## src/mcc_pkg.sv

```systemverilog
// Package for the main clock and time-base unit: register map, fields, timing
package mcc_pkg;
  // Register map (offset 0x2d is not word aligned: both kept as indices)
  localparam logic [7:0] MCC_IDX_CTRL_STATUS = 8'h2c;
  localparam logic [7:0] MCC_IDX_TONE = 8'h2d;
  localparam logic [9:0] MCC_ADDR_CTRL_STATUS = {MCC_IDX_CTRL_STATUS, 2'b00};
  localparam logic [9:0] MCC_ADDR_TONE = {MCC_IDX_TONE, 2'b00};
  localparam logic [7:0] MCC_CSR_RESET = 8'h00;
  localparam logic [7:0] MCC_TONE_RESET = 8'h00;
  // Field positions in the control/status register
  localparam int MCC_BIT_CLK_OUT_EN = 7;
  localparam int MCC_BIT_RATIO_HI = 6;
  localparam int MCC_BIT_RATIO_LO = 5;
  localparam int MCC_BIT_SLOW_SEL = 4;
  localparam int MCC_BIT_TB_HI = 3;
  localparam int MCC_BIT_TB_LO = 2;
  localparam int MCC_BIT_IRQ_EN = 1;
  localparam int MCC_BIT_FLAG = 0;
  // Time-base periods in oscillator cycles
  localparam logic [17:0] MCC_TB_PERIOD0 = 18'd16000;
  localparam logic [17:0] MCC_TB_PERIOD1 = 18'd32000;
  localparam logic [17:0] MCC_TB_PERIOD2 = 18'd80000;
  localparam logic [17:0] MCC_TB_PERIOD3 = 18'd200000;
  // Half periods of the tones (8 MHz: 2000, 4000, 8000 give ~2k, 1k, 500 Hz)
  localparam logic [12:0] MCC_TONE_HALF1 = 13'd2000;
  localparam logic [12:0] MCC_TONE_HALF2 = 13'd4000;
  localparam logic [12:0] MCC_TONE_HALF3 = 13'd8000;

  typedef enum logic [1:0] {
    MCC_PM_RUN,
    MCC_PM_WAIT,
    MCC_PM_ACTIVE_HALT,
    MCC_PM_HALT
  } mcc_pmode_t;

  typedef struct packed {
    logic [7:0] csr;
    logic [1:0] tone_sel;
    logic [1:0] tb_active;
    logic [17:0] tb_cnt;
    logic [3:0] pre_cnt;
    logic cpu_clk_en;
    logic [12:0] tone_cnt;
    logic tone_lvl;
    logic clk_out_lvl;
    logic clk_out_drive;
    logic tone_drive;
    logic tb_irq;
    logic wake;
    logic pready;
    logic [31:0] prdata;
    logic pslverr;
  } mcc_state_t;
endpackage

```

## src/mcc_main_clock_timebase_unit.sv

```systemverilog
// Main clock controller with prescaler, clock-out, time base and tone output
//
// The implementer's own choice: the APB slave port.
`timescale 1ns/1ps
`default_nettype none
module mcc_main_clock_timebase_unit (
  input wire logic pclk,
  input wire logic presetn,
  input wire logic psel,
  input wire logic penable,
  input wire logic pwrite,
  input wire logic [31:0] paddr,
  input wire logic [31:0] pwdata,
  output logic [31:0] prdata,
  output logic pready,
  output logic pslverr,
  input wire logic halt_req,
  input wire logic wait_req,
  input wire logic wake_other,
  output logic cpu_clk_en,
  output logic clk_out_port_pin,
  output logic clk_out_oe_n,
  output logic tone_port_pin,
  output logic tone_oe_n,
  output logic timebase_irq,
  output logic wake_req,
  output logic [1:0] power_mode
);
  import mcc_pkg::*;

  // ----------------------------------------------------------------
  // State
  // ----------------------------------------------------------------
  mcc_state_t st_r;
  mcc_state_t st_nxt;
  mcc_pmode_t pm_r;
  mcc_pmode_t pm_nxt;
  logic [2:0] ctl_meta_r;
  logic [2:0] ctl_sync_r;

  // Power-mode requests come from outside this clock domain
  always_ff @(posedge pclk or negedge presetn) begin
    if (!presetn) begin
      ctl_meta_r <= 3'h0;
      ctl_sync_r <= 3'h0;
    end else begin
      ctl_meta_r <= {halt_req, wait_req, wake_other};
      ctl_sync_r <= ctl_meta_r;
    end
  end

  logic halt_s;
  logic wait_s;
  logic wake_s;
  assign halt_s = ctl_sync_r[2];
  assign wait_s = ctl_sync_r[1];
  assign wake_s = ctl_sync_r[0];

  function automatic logic [17:0] tb_period(input logic [1:0] sel);
    case (sel)
      2'h0: tb_period = MCC_TB_PERIOD0;
      2'h1: tb_period = MCC_TB_PERIOD1;
      2'h2: tb_period = MCC_TB_PERIOD2;
      default: tb_period = MCC_TB_PERIOD3;
    endcase
  endfunction

  function automatic logic [12:0] tone_half(input logic [1:0] sel);
    case (sel)
      2'h1: tone_half = MCC_TONE_HALF1;
      2'h2: tone_half = MCC_TONE_HALF2;
      default: tone_half = MCC_TONE_HALF3;
    endcase
  endfunction

  // ----------------------------------------------------------------
  // Next state
  // ----------------------------------------------------------------
  logic setup;
  logic access;
  logic regs_live;
  logic tb_run;
  logic tb_end;
  logic tb_event;
  logic rd_csr;
  logic [3:0] pre_div;

  always_comb begin
    st_nxt = st_r;
    pm_nxt = pm_r;
    // Bus reads and writes act only in run and wait; both halt flavours ignore them
    regs_live = (pm_r == MCC_PM_RUN) || (pm_r == MCC_PM_WAIT);
    tb_run = (pm_r != MCC_PM_HALT);
    setup = psel && !penable;
    rd_csr = 1'b0;
    tb_end = tb_run && (st_r.tb_cnt >= tb_period(st_r.tb_active) - 18'd1);
    tb_event = tb_end;
    pre_div = 4'h0;

    // APB: no wait state, answer in the first access cycle after setup
    access = psel && penable && st_r.pready;
    st_nxt.pready = 1'b0;
    st_nxt.pslverr = 1'b0;
    if (setup) begin
      // Frozen in halt: still answer so the bus never hangs, reads give 0
      st_nxt.pready = 1'b1;
      st_nxt.prdata = 32'h0;
      if (paddr[11:0] == {2'b00, MCC_ADDR_CTRL_STATUS}) begin
        if (!pwrite && regs_live) begin
          st_nxt.prdata = {24'h0, st_r.csr};
        end
      end else if (paddr[11:0] == {2'b00, MCC_ADDR_TONE}) begin
        if (!pwrite && regs_live) begin
          st_nxt.prdata = {30'h0, st_r.tone_sel};
        end
      end else begin
        st_nxt.pslverr = 1'b1;
      end
    end
    // Effects land at the edge that completes the transfer, not at setup
    if (access && regs_live && !st_r.pslverr) begin
      if (paddr[11:0] == {2'b00, MCC_ADDR_CTRL_STATUS}) begin
        if (pwrite) begin
          // Flag bit is hardware owned; writes to it are ignored
          st_nxt.csr[7:1] = pwdata[7:1];
        end else begin
          // Clear only a flag that software actually saw, so no event is lost
          rd_csr = st_r.prdata[MCC_BIT_FLAG];
        end
      end else if (paddr[11:0] == {2'b00, MCC_ADDR_TONE}) begin
        if (pwrite) begin
          st_nxt.tone_sel = pwdata[1:0];
        end
      end
    end

    // Time base counter; selection latched only at period end
    if (tb_run) begin
      if (tb_end) begin
        st_nxt.tb_cnt = 18'h0;
        st_nxt.tb_active = st_nxt.csr[MCC_BIT_TB_HI:MCC_BIT_TB_LO];
      end else begin
        st_nxt.tb_cnt = st_r.tb_cnt + 18'd1;
      end
    end
    // Flag: set wins over clear-on-read
    if (rd_csr) begin
      st_nxt.csr[MCC_BIT_FLAG] = 1'b0;
    end
    if (tb_event) begin
      st_nxt.csr[MCC_BIT_FLAG] = 1'b1;
    end
    st_nxt.tb_irq = st_nxt.csr[MCC_BIT_FLAG] && st_nxt.csr[MCC_BIT_IRQ_EN];

    // CPU clock enable, in run mode only: every cycle in normal mode, 1 of 2^(n+1) in slow
    pre_div = 4'h1 << st_r.csr[MCC_BIT_RATIO_HI:MCC_BIT_RATIO_LO];
    if (!st_r.csr[MCC_BIT_SLOW_SEL]) begin
      st_nxt.pre_cnt = 4'h0;
      st_nxt.cpu_clk_en = (pm_r == MCC_PM_RUN);
    end else begin
      st_nxt.pre_cnt = (st_r.pre_cnt >= {pre_div[2:0], 1'b0} - 4'h1) ? 4'h0 : st_r.pre_cnt + 4'h1;
      st_nxt.cpu_clk_en = (pm_r == MCC_PM_RUN) && (st_r.pre_cnt == 4'h0);
    end

    // Clock-out: divided-by-two toggle of the osc clock, off in active-halt
    st_nxt.clk_out_drive = st_r.csr[MCC_BIT_CLK_OUT_EN] && (pm_r != MCC_PM_ACTIVE_HALT)
                           && (pm_r != MCC_PM_HALT);
    st_nxt.clk_out_lvl = st_nxt.clk_out_drive ? ~st_r.clk_out_lvl : 1'b0;

    // Tone generator divides the osc clock, runs in active-halt too
    if (st_r.tone_sel == 2'h0 || pm_r == MCC_PM_HALT) begin
      st_nxt.tone_cnt = 13'h0;
      st_nxt.tone_lvl = 1'b0;
      st_nxt.tone_drive = 1'b0;
    end else begin
      st_nxt.tone_drive = 1'b1;
      if (st_r.tone_cnt >= tone_half(st_r.tone_sel) - 13'd1) begin
        st_nxt.tone_cnt = 13'h0;
        st_nxt.tone_lvl = ~st_r.tone_lvl;
      end else begin
        st_nxt.tone_cnt = st_r.tone_cnt + 13'd1;
      end
    end

    // Power mode sequencing
    st_nxt.wake = 1'b0;
    case (pm_r)
      MCC_PM_RUN: begin
        if (halt_s) begin
          pm_nxt = st_r.csr[MCC_BIT_IRQ_EN] ? MCC_PM_ACTIVE_HALT : MCC_PM_HALT;
        end else if (wait_s) begin
          pm_nxt = MCC_PM_WAIT;
        end
      end
      MCC_PM_WAIT: begin
        if (st_nxt.tb_irq || wake_s) begin
          pm_nxt = MCC_PM_RUN;
          st_nxt.wake = 1'b1;
        end
      end
      MCC_PM_ACTIVE_HALT: begin
        if (st_nxt.tb_irq || wake_s) begin
          pm_nxt = MCC_PM_RUN;
          st_nxt.wake = 1'b1;
        end
      end
      default: begin
        // Only an interrupt able to leave halt gets us out
        if (wake_s) begin
          pm_nxt = MCC_PM_RUN;
          st_nxt.wake = 1'b1;
        end
      end
    endcase
  end

  always_ff @(posedge pclk or negedge presetn) begin
    if (!presetn) begin
      st_r <= '0;
      st_r.csr <= MCC_CSR_RESET;
      st_r.tone_sel <= MCC_TONE_RESET[1:0];
      pm_r <= MCC_PM_RUN;
    end else begin
      st_r <= st_nxt;
      pm_r <= pm_nxt;
    end
  end

  // ----------------------------------------------------------------
  // Outputs
  // ----------------------------------------------------------------
  assign prdata = st_r.prdata;
  assign pready = st_r.pready;
  assign pslverr = st_r.pslverr;
  assign cpu_clk_en = st_r.cpu_clk_en;
  assign clk_out_port_pin = st_r.clk_out_lvl;
  assign clk_out_oe_n = ~st_r.clk_out_drive;
  assign tone_port_pin = st_r.tone_lvl;
  assign tone_oe_n = ~st_r.tone_drive;
  assign timebase_irq = st_r.tb_irq;
  assign wake_req = st_r.wake;
  assign power_mode = pm_r;

  // ----------------------------------------------------------------
  // Checks
  // ----------------------------------------------------------------
  property p_flag_set;
    @(posedge pclk) disable iff (!presetn) tb_event |=> st_r.csr[MCC_BIT_FLAG];
  endproperty
  a_flag_set: assert property (p_flag_set) else $error("flag not set at period end");

  property p_irq_gate;
    @(posedge pclk) disable iff (!presetn) timebase_irq |-> $past(st_nxt.csr[MCC_BIT_IRQ_EN]);
  endproperty
  a_irq_gate: assert property (p_irq_gate) else $error("irq without enable");

  property p_clkout_ah;
    @(posedge pclk) disable iff (!presetn) (pm_r == MCC_PM_ACTIVE_HALT) ##1 (pm_r == MCC_PM_ACTIVE_HALT)
      |-> clk_out_oe_n;
  endproperty
  a_clkout_ah: assert property (p_clkout_ah) else $error("clock-out driven in active-halt");

  property p_halt_sel;
    @(posedge pclk) disable iff (!presetn) (pm_r == MCC_PM_RUN && halt_s) |=>
      (pm_r == (st_r.csr[MCC_BIT_IRQ_EN] ? MCC_PM_ACTIVE_HALT : MCC_PM_HALT));
  endproperty
  a_halt_sel: assert property (p_halt_sel) else $error("wrong halt flavour");

  property p_halt_freeze;
    @(posedge pclk) disable iff (!presetn) (pm_r == MCC_PM_HALT && pm_nxt == MCC_PM_HALT)
      |=> $stable(st_r.tb_cnt) && $stable(st_r.csr);
  endproperty
  a_halt_freeze: assert property (p_halt_freeze) else $error("halt not frozen");

  property p_ah_count;
    @(posedge pclk) disable iff (!presetn) (pm_r == MCC_PM_ACTIVE_HALT && !tb_end) |=>
      st_r.tb_cnt == $past(st_r.tb_cnt) + 18'd1;
  endproperty
  a_ah_count: assert property (p_ah_count) else $error("counter stopped in active-halt");

  property p_no_halt_wake;
    @(posedge pclk) disable iff (!presetn) (pm_r == MCC_PM_HALT && !wake_s) |=> pm_r == MCC_PM_HALT;
  endproperty
  a_no_halt_wake: assert property (p_no_halt_wake) else $error("left halt without wake");

  property p_normal_clk;
    @(posedge pclk) disable iff (!presetn) (pm_r == MCC_PM_RUN && !st_r.csr[MCC_BIT_SLOW_SEL])
      ##1 (pm_r == MCC_PM_RUN) |-> cpu_clk_en;
  endproperty
  a_normal_clk: assert property (p_normal_clk) else $error("cpu clock gated in normal mode");

  property p_tone_off;
    @(posedge pclk) disable iff (!presetn) (st_r.tone_sel == 2'h0) |=> tone_oe_n && !tone_port_pin;
  endproperty
  a_tone_off: assert property (p_tone_off) else $error("tone driven when off");

  c_flag: cover property (@(posedge pclk) disable iff (!presetn) tb_event);
  c_ah_wake: cover property (@(posedge pclk) disable iff (!presetn)
    pm_r == MCC_PM_ACTIVE_HALT ##1 pm_r == MCC_PM_RUN);
  c_read_clear: cover property (@(posedge pclk) disable iff (!presetn) rd_csr && st_r.csr[MCC_BIT_FLAG]);
endmodule
`default_nettype wire

```

## config.mk

```make
export PLATFORM = sky130hd
export DESIGN_NAME = mcc_main_clock_timebase_unit
export DESIGN_NICKNAME = d
export VERILOG_FILES = /design/src/mcc_pkg.sv /design/src/mcc_main_clock_timebase_unit.sv
export SDC_FILE = /design/constraint.sdc
export NUM_CORES = 1
export LEC_CHECK = 0
export BUFFER_PORTS_ARGS = -buffer_cell sky130_fd_sc_hd__buf_4
export CAP_MARGIN = 20
export CORE_UTILIZATION = 50
export CTS_CLUSTER_DIAMETER = 100
export CTS_CLUSTER_SIZE = 20
export DETAILED_ROUTE_END_ITERATION = 7
export GPL_ROUTABILITY_DRIVEN = 0
export GPL_TIMING_DRIVEN = 1
export PLACE_DENSITY = 0.75
export SETUP_SLACK_MARGIN = 0.1
export SLEW_MARGIN = 20
export SYNTH_ARGS = -nofsm -noshare
export SYNTH_HDL_FRONTEND = slang
export SYNTH_SLANG_ARGS = --single-unit
```

## constraint.sdc

```tcl
create_clock -name pclk -period 3.46 [get_ports pclk]
set_input_delay 0.692 -clock pclk [delete_from_list [all_inputs] [get_ports pclk]]
set_output_delay 0.692 -clock pclk [all_outputs]
set_load 0.01 [all_outputs]
```

==> impl_metrics.csv <==
group,metric,value,unit
status,status,"complete, no violations",
sta,min_period,2.71,ns
cts,htreeDepth,3,
yosys,syn_inst,393,
route,drc,0,
critical_path,cp.arrival,2.95,ns
global_route,grt_pass1_wl,13200,µm
cts,ctsHoldBuffers,0,
sta,skew,0.00848,ns
yosys,synth_top_family_by_area,"simple AND/OR/NAND/NOR gates",
cells_and_area,final_cell_mix,"72 x dfrtp_1, 52 x nor2_1, 49 x buf_4",
die,start_util,51.9,%
route,drt_iter0_markers,84,
cts,cts_resized,0,
yosys,synthSimpleGateAreaFrac,16.9,%
route,wirelength,7650,µm
critical_path,path_class,"flop to flop",
critical_path,rrSetupSlack,0.75,ns
critical_path,critPathRequiredTime,3.69,ns
min_path,holdCritPathClass,"flop to flop",
route,postRouteAntennaNets,0,
global_route,antenna_found_initial,0,
critical_path,path_max_fanout,8,
placed_design,dp_hpwl,5530,µm
cts,clock_latency,0.34,ns
die,die-area,8390,µm²
pwr,irDropWorstVdd,363,µV
yosys,synth_cell_types,61,
critical_path,start_kind,"flop",
cts,cts.reportedPaths.clkPinSlew,0.08,ns
sta,setup_tns,0,ns
yosys,synthArstFlopShare,100,%
cts,cts-buffers-inserted,9,
cells_and_area,final_nets,543,
sta,rsz0062_at_grt,"no",
yosys,yosysWarnings,0,
cts,tritoncts,"built",
cells_and_area,utilization,58.9,%
global_route,first_global_vias,2825,
cells_and_area,syn_to_final_growth,13.4,%
die,die_h,91.6,µm
cts,postCtsSetupBuffers,0,
pwr,p_leak,2.22,nW
placed_design,portBuffers,46,
cells_and_area,instances_no_fill,547,
cts,clock-sinks,72,
cts,max-clock-path-buffers,2,
sta,slew_headroom,40.7,%
yosys,synth-adder-area-share,9.66,%
pwr,fin_total_pwr,2.09,mW
critical_path,rr_worst_depth,10,
critical_path,cp-end-kind,"flop",
route,vias,2828,
route,wire_per_inst,14.0,µm
die,ios,115,
min_path,hold_depth,0,
yosys,ys_ff_latch,72,
cells_and_area,fillers,654,
sta,hold_ws,0.352,ns
die,core,7730,µm²
yosys,post_synth.cell_area_avg,10.2,µm²
run,cap_violations,0,
cells_and_area,n_antenna_cell,0,
yosys,muxShareOfSynthArea,3.24,%
sta,timing.fmax,368,MHz
sta,worstMarginPinSlew,0.889,ns
sta,fin_crit_sh,78.5,%
die,num_rows,32,
route,dr.pass1.iters,5,
sta,setup_violations,0,
route,avgViaCountPerCell,5.17,
sta,hold_viol_final,0,
cells_and_area,final_common_cell,"dfrtp_1",
global_route,grt_use_total,20.0,%
cts,clock-root-buffer,"clkbuf_8",
yosys,synth_compound_area_share,10.1,%
sta,slew_viol_final,0,
placed_design,placed_cells,531,
yosys,synth_edf_count,0,
yosys,synth_ff_type,"dfrtp_1",
yosys,syn_area,4010,µm²
yosys,yosysSeqAreaShare,44.9,%
global_route,grt_overflow,0,
global_route,grt_max_degree,73,
cells_and_area,drive_gt1_share,18.9,%
yosys,synth-xor-area-share,5.89,%
die,fp.dieW,91.6,µm
pwr,powerDensity,459,nW/µm²
## path summary, 6_finish.rpt
| path | startpoint | endpoint |
|---|---|---|
| setup reg to reg | st_r[76] | power_mode[0] |
| min in group asynchronous | presetn | st_r[45] |
| max in group asynchronous | presetn | st_r[63] |
| hold reg to reg | ctl_meta_r[0] | ctl_sync_r[0] |
| hold / removal | ctl_meta_r[0] | ctl_sync_r[0] |
| setup / recovery | st_r[76] | power_mode[0] |
## cell families (layout without fill, tap and decap cells)
group                    count (synthesis)  in the layout
other                                    1             25
XOR/XNOR                                27             27
AO/OA/AOI/OAI                           48             48
buffers and inverters                   63             91
adder cells (fa/ha/maj)                 31             31
AND/OR/NAND/NOR                        139            139
flip-flops                              72             72
multiplexers                            12             12
## cells in the mapped netlist, types with 2 or more instances
library cell,number,area share (%)
xnor2_1,13,2.8
a32o_1,2,0.50
nand3_1,14,1.7
a2111oi_0,3,0.65
a21o_1,3,0.56
mux2_2,8,2.2
and3_1,2,0.31
nand4_1,6,0.94
nor2b_1,4,0.62
nand2b_1,2,0.31
xor2_1,14,3.1
a22o_1,6,1.3
or4_1,2,0.37
o21ai_0,10,1.2
dfrtp_1,72,45
nor3_1,9,1.1
buf_4,33,6.2
nor2_1,52,4.9
ha_1,31,9.7
a211oi_1,2,0.37
nand2_1,29,2.7
clkbuf_1,2,0.19
a21oi_1,6,0.75
inv_1,26,2.4
mux2i_1,4,1.0
and2_1,3,0.47
## worst max-delay path: stages, from the launching register on
cell	delay, ns
dfrtp_1	0.46
and2_4	0.22
inv_1	0.07
ha_1	0.33
nand4b_1	0.19
a211oi_1	0.41
a221oi_4	0.12
o41ai_4	0.11
nand2_4	0.13
a221o_1	0.36
a32o_1	0.21
## flip-flops by register name (all words and copies together) (netlist names)
| register | count |
|---|---|
| pslverr | 1 |
| timebase_irq | 1 |
| ctl_meta_r | 3 |
| tone_port_pin | 1 |
| st_r | 49 |
| cpu_clk_en | 1 |
| clk_out_port_pin | 1 |
| prdata | 8 |
| pready | 1 |
| ctl_sync_r | 3 |
| power_mode | 2 |
| wake_req | 1 |
## report_power, final
| part | internal [mW] | switching, mW | total (mW) |
|---|---|---|---|
| Sequential | 0.911 | 0.0700 | 0.981 |
| Combinational | 0.164 | 0.196 | 0.360 |
| Clock | 0.413 | 0.335 | 0.749 |
## metal layers
layer  global-route usage, %  part of all wire, %  up-vias
li1                        -                    -     1389
met1                    27.0                   47     1361
met2                    32.2                   48       66
met3                    2.93                  3.1       12
met4                    8.20                  1.5        0
met5                       0                    0        -
## through the flow
stage,setup slack [ns],area [µm²]
floorplan,0.969,4100
global placement,0.756,4330
detailed placement,0.739,4330
CTS,0.736,4550
global route,0.558,4550
finish,0.745,4550
## final cells by class
type,count,area (µm²),area share (%)
Clock buffer,9,124,2.72
Clock inverter,7,103,2.25
Inverter,26,97.6,2.14
Multi-Input combinational cell,282,1930,42.4
Sequential cell,72,1800,39.6
Tap cell,102,128,2.80
Timing Repair Buffer,49,368,8.08
Note: power is estimated with default switching activity, not from simulation.
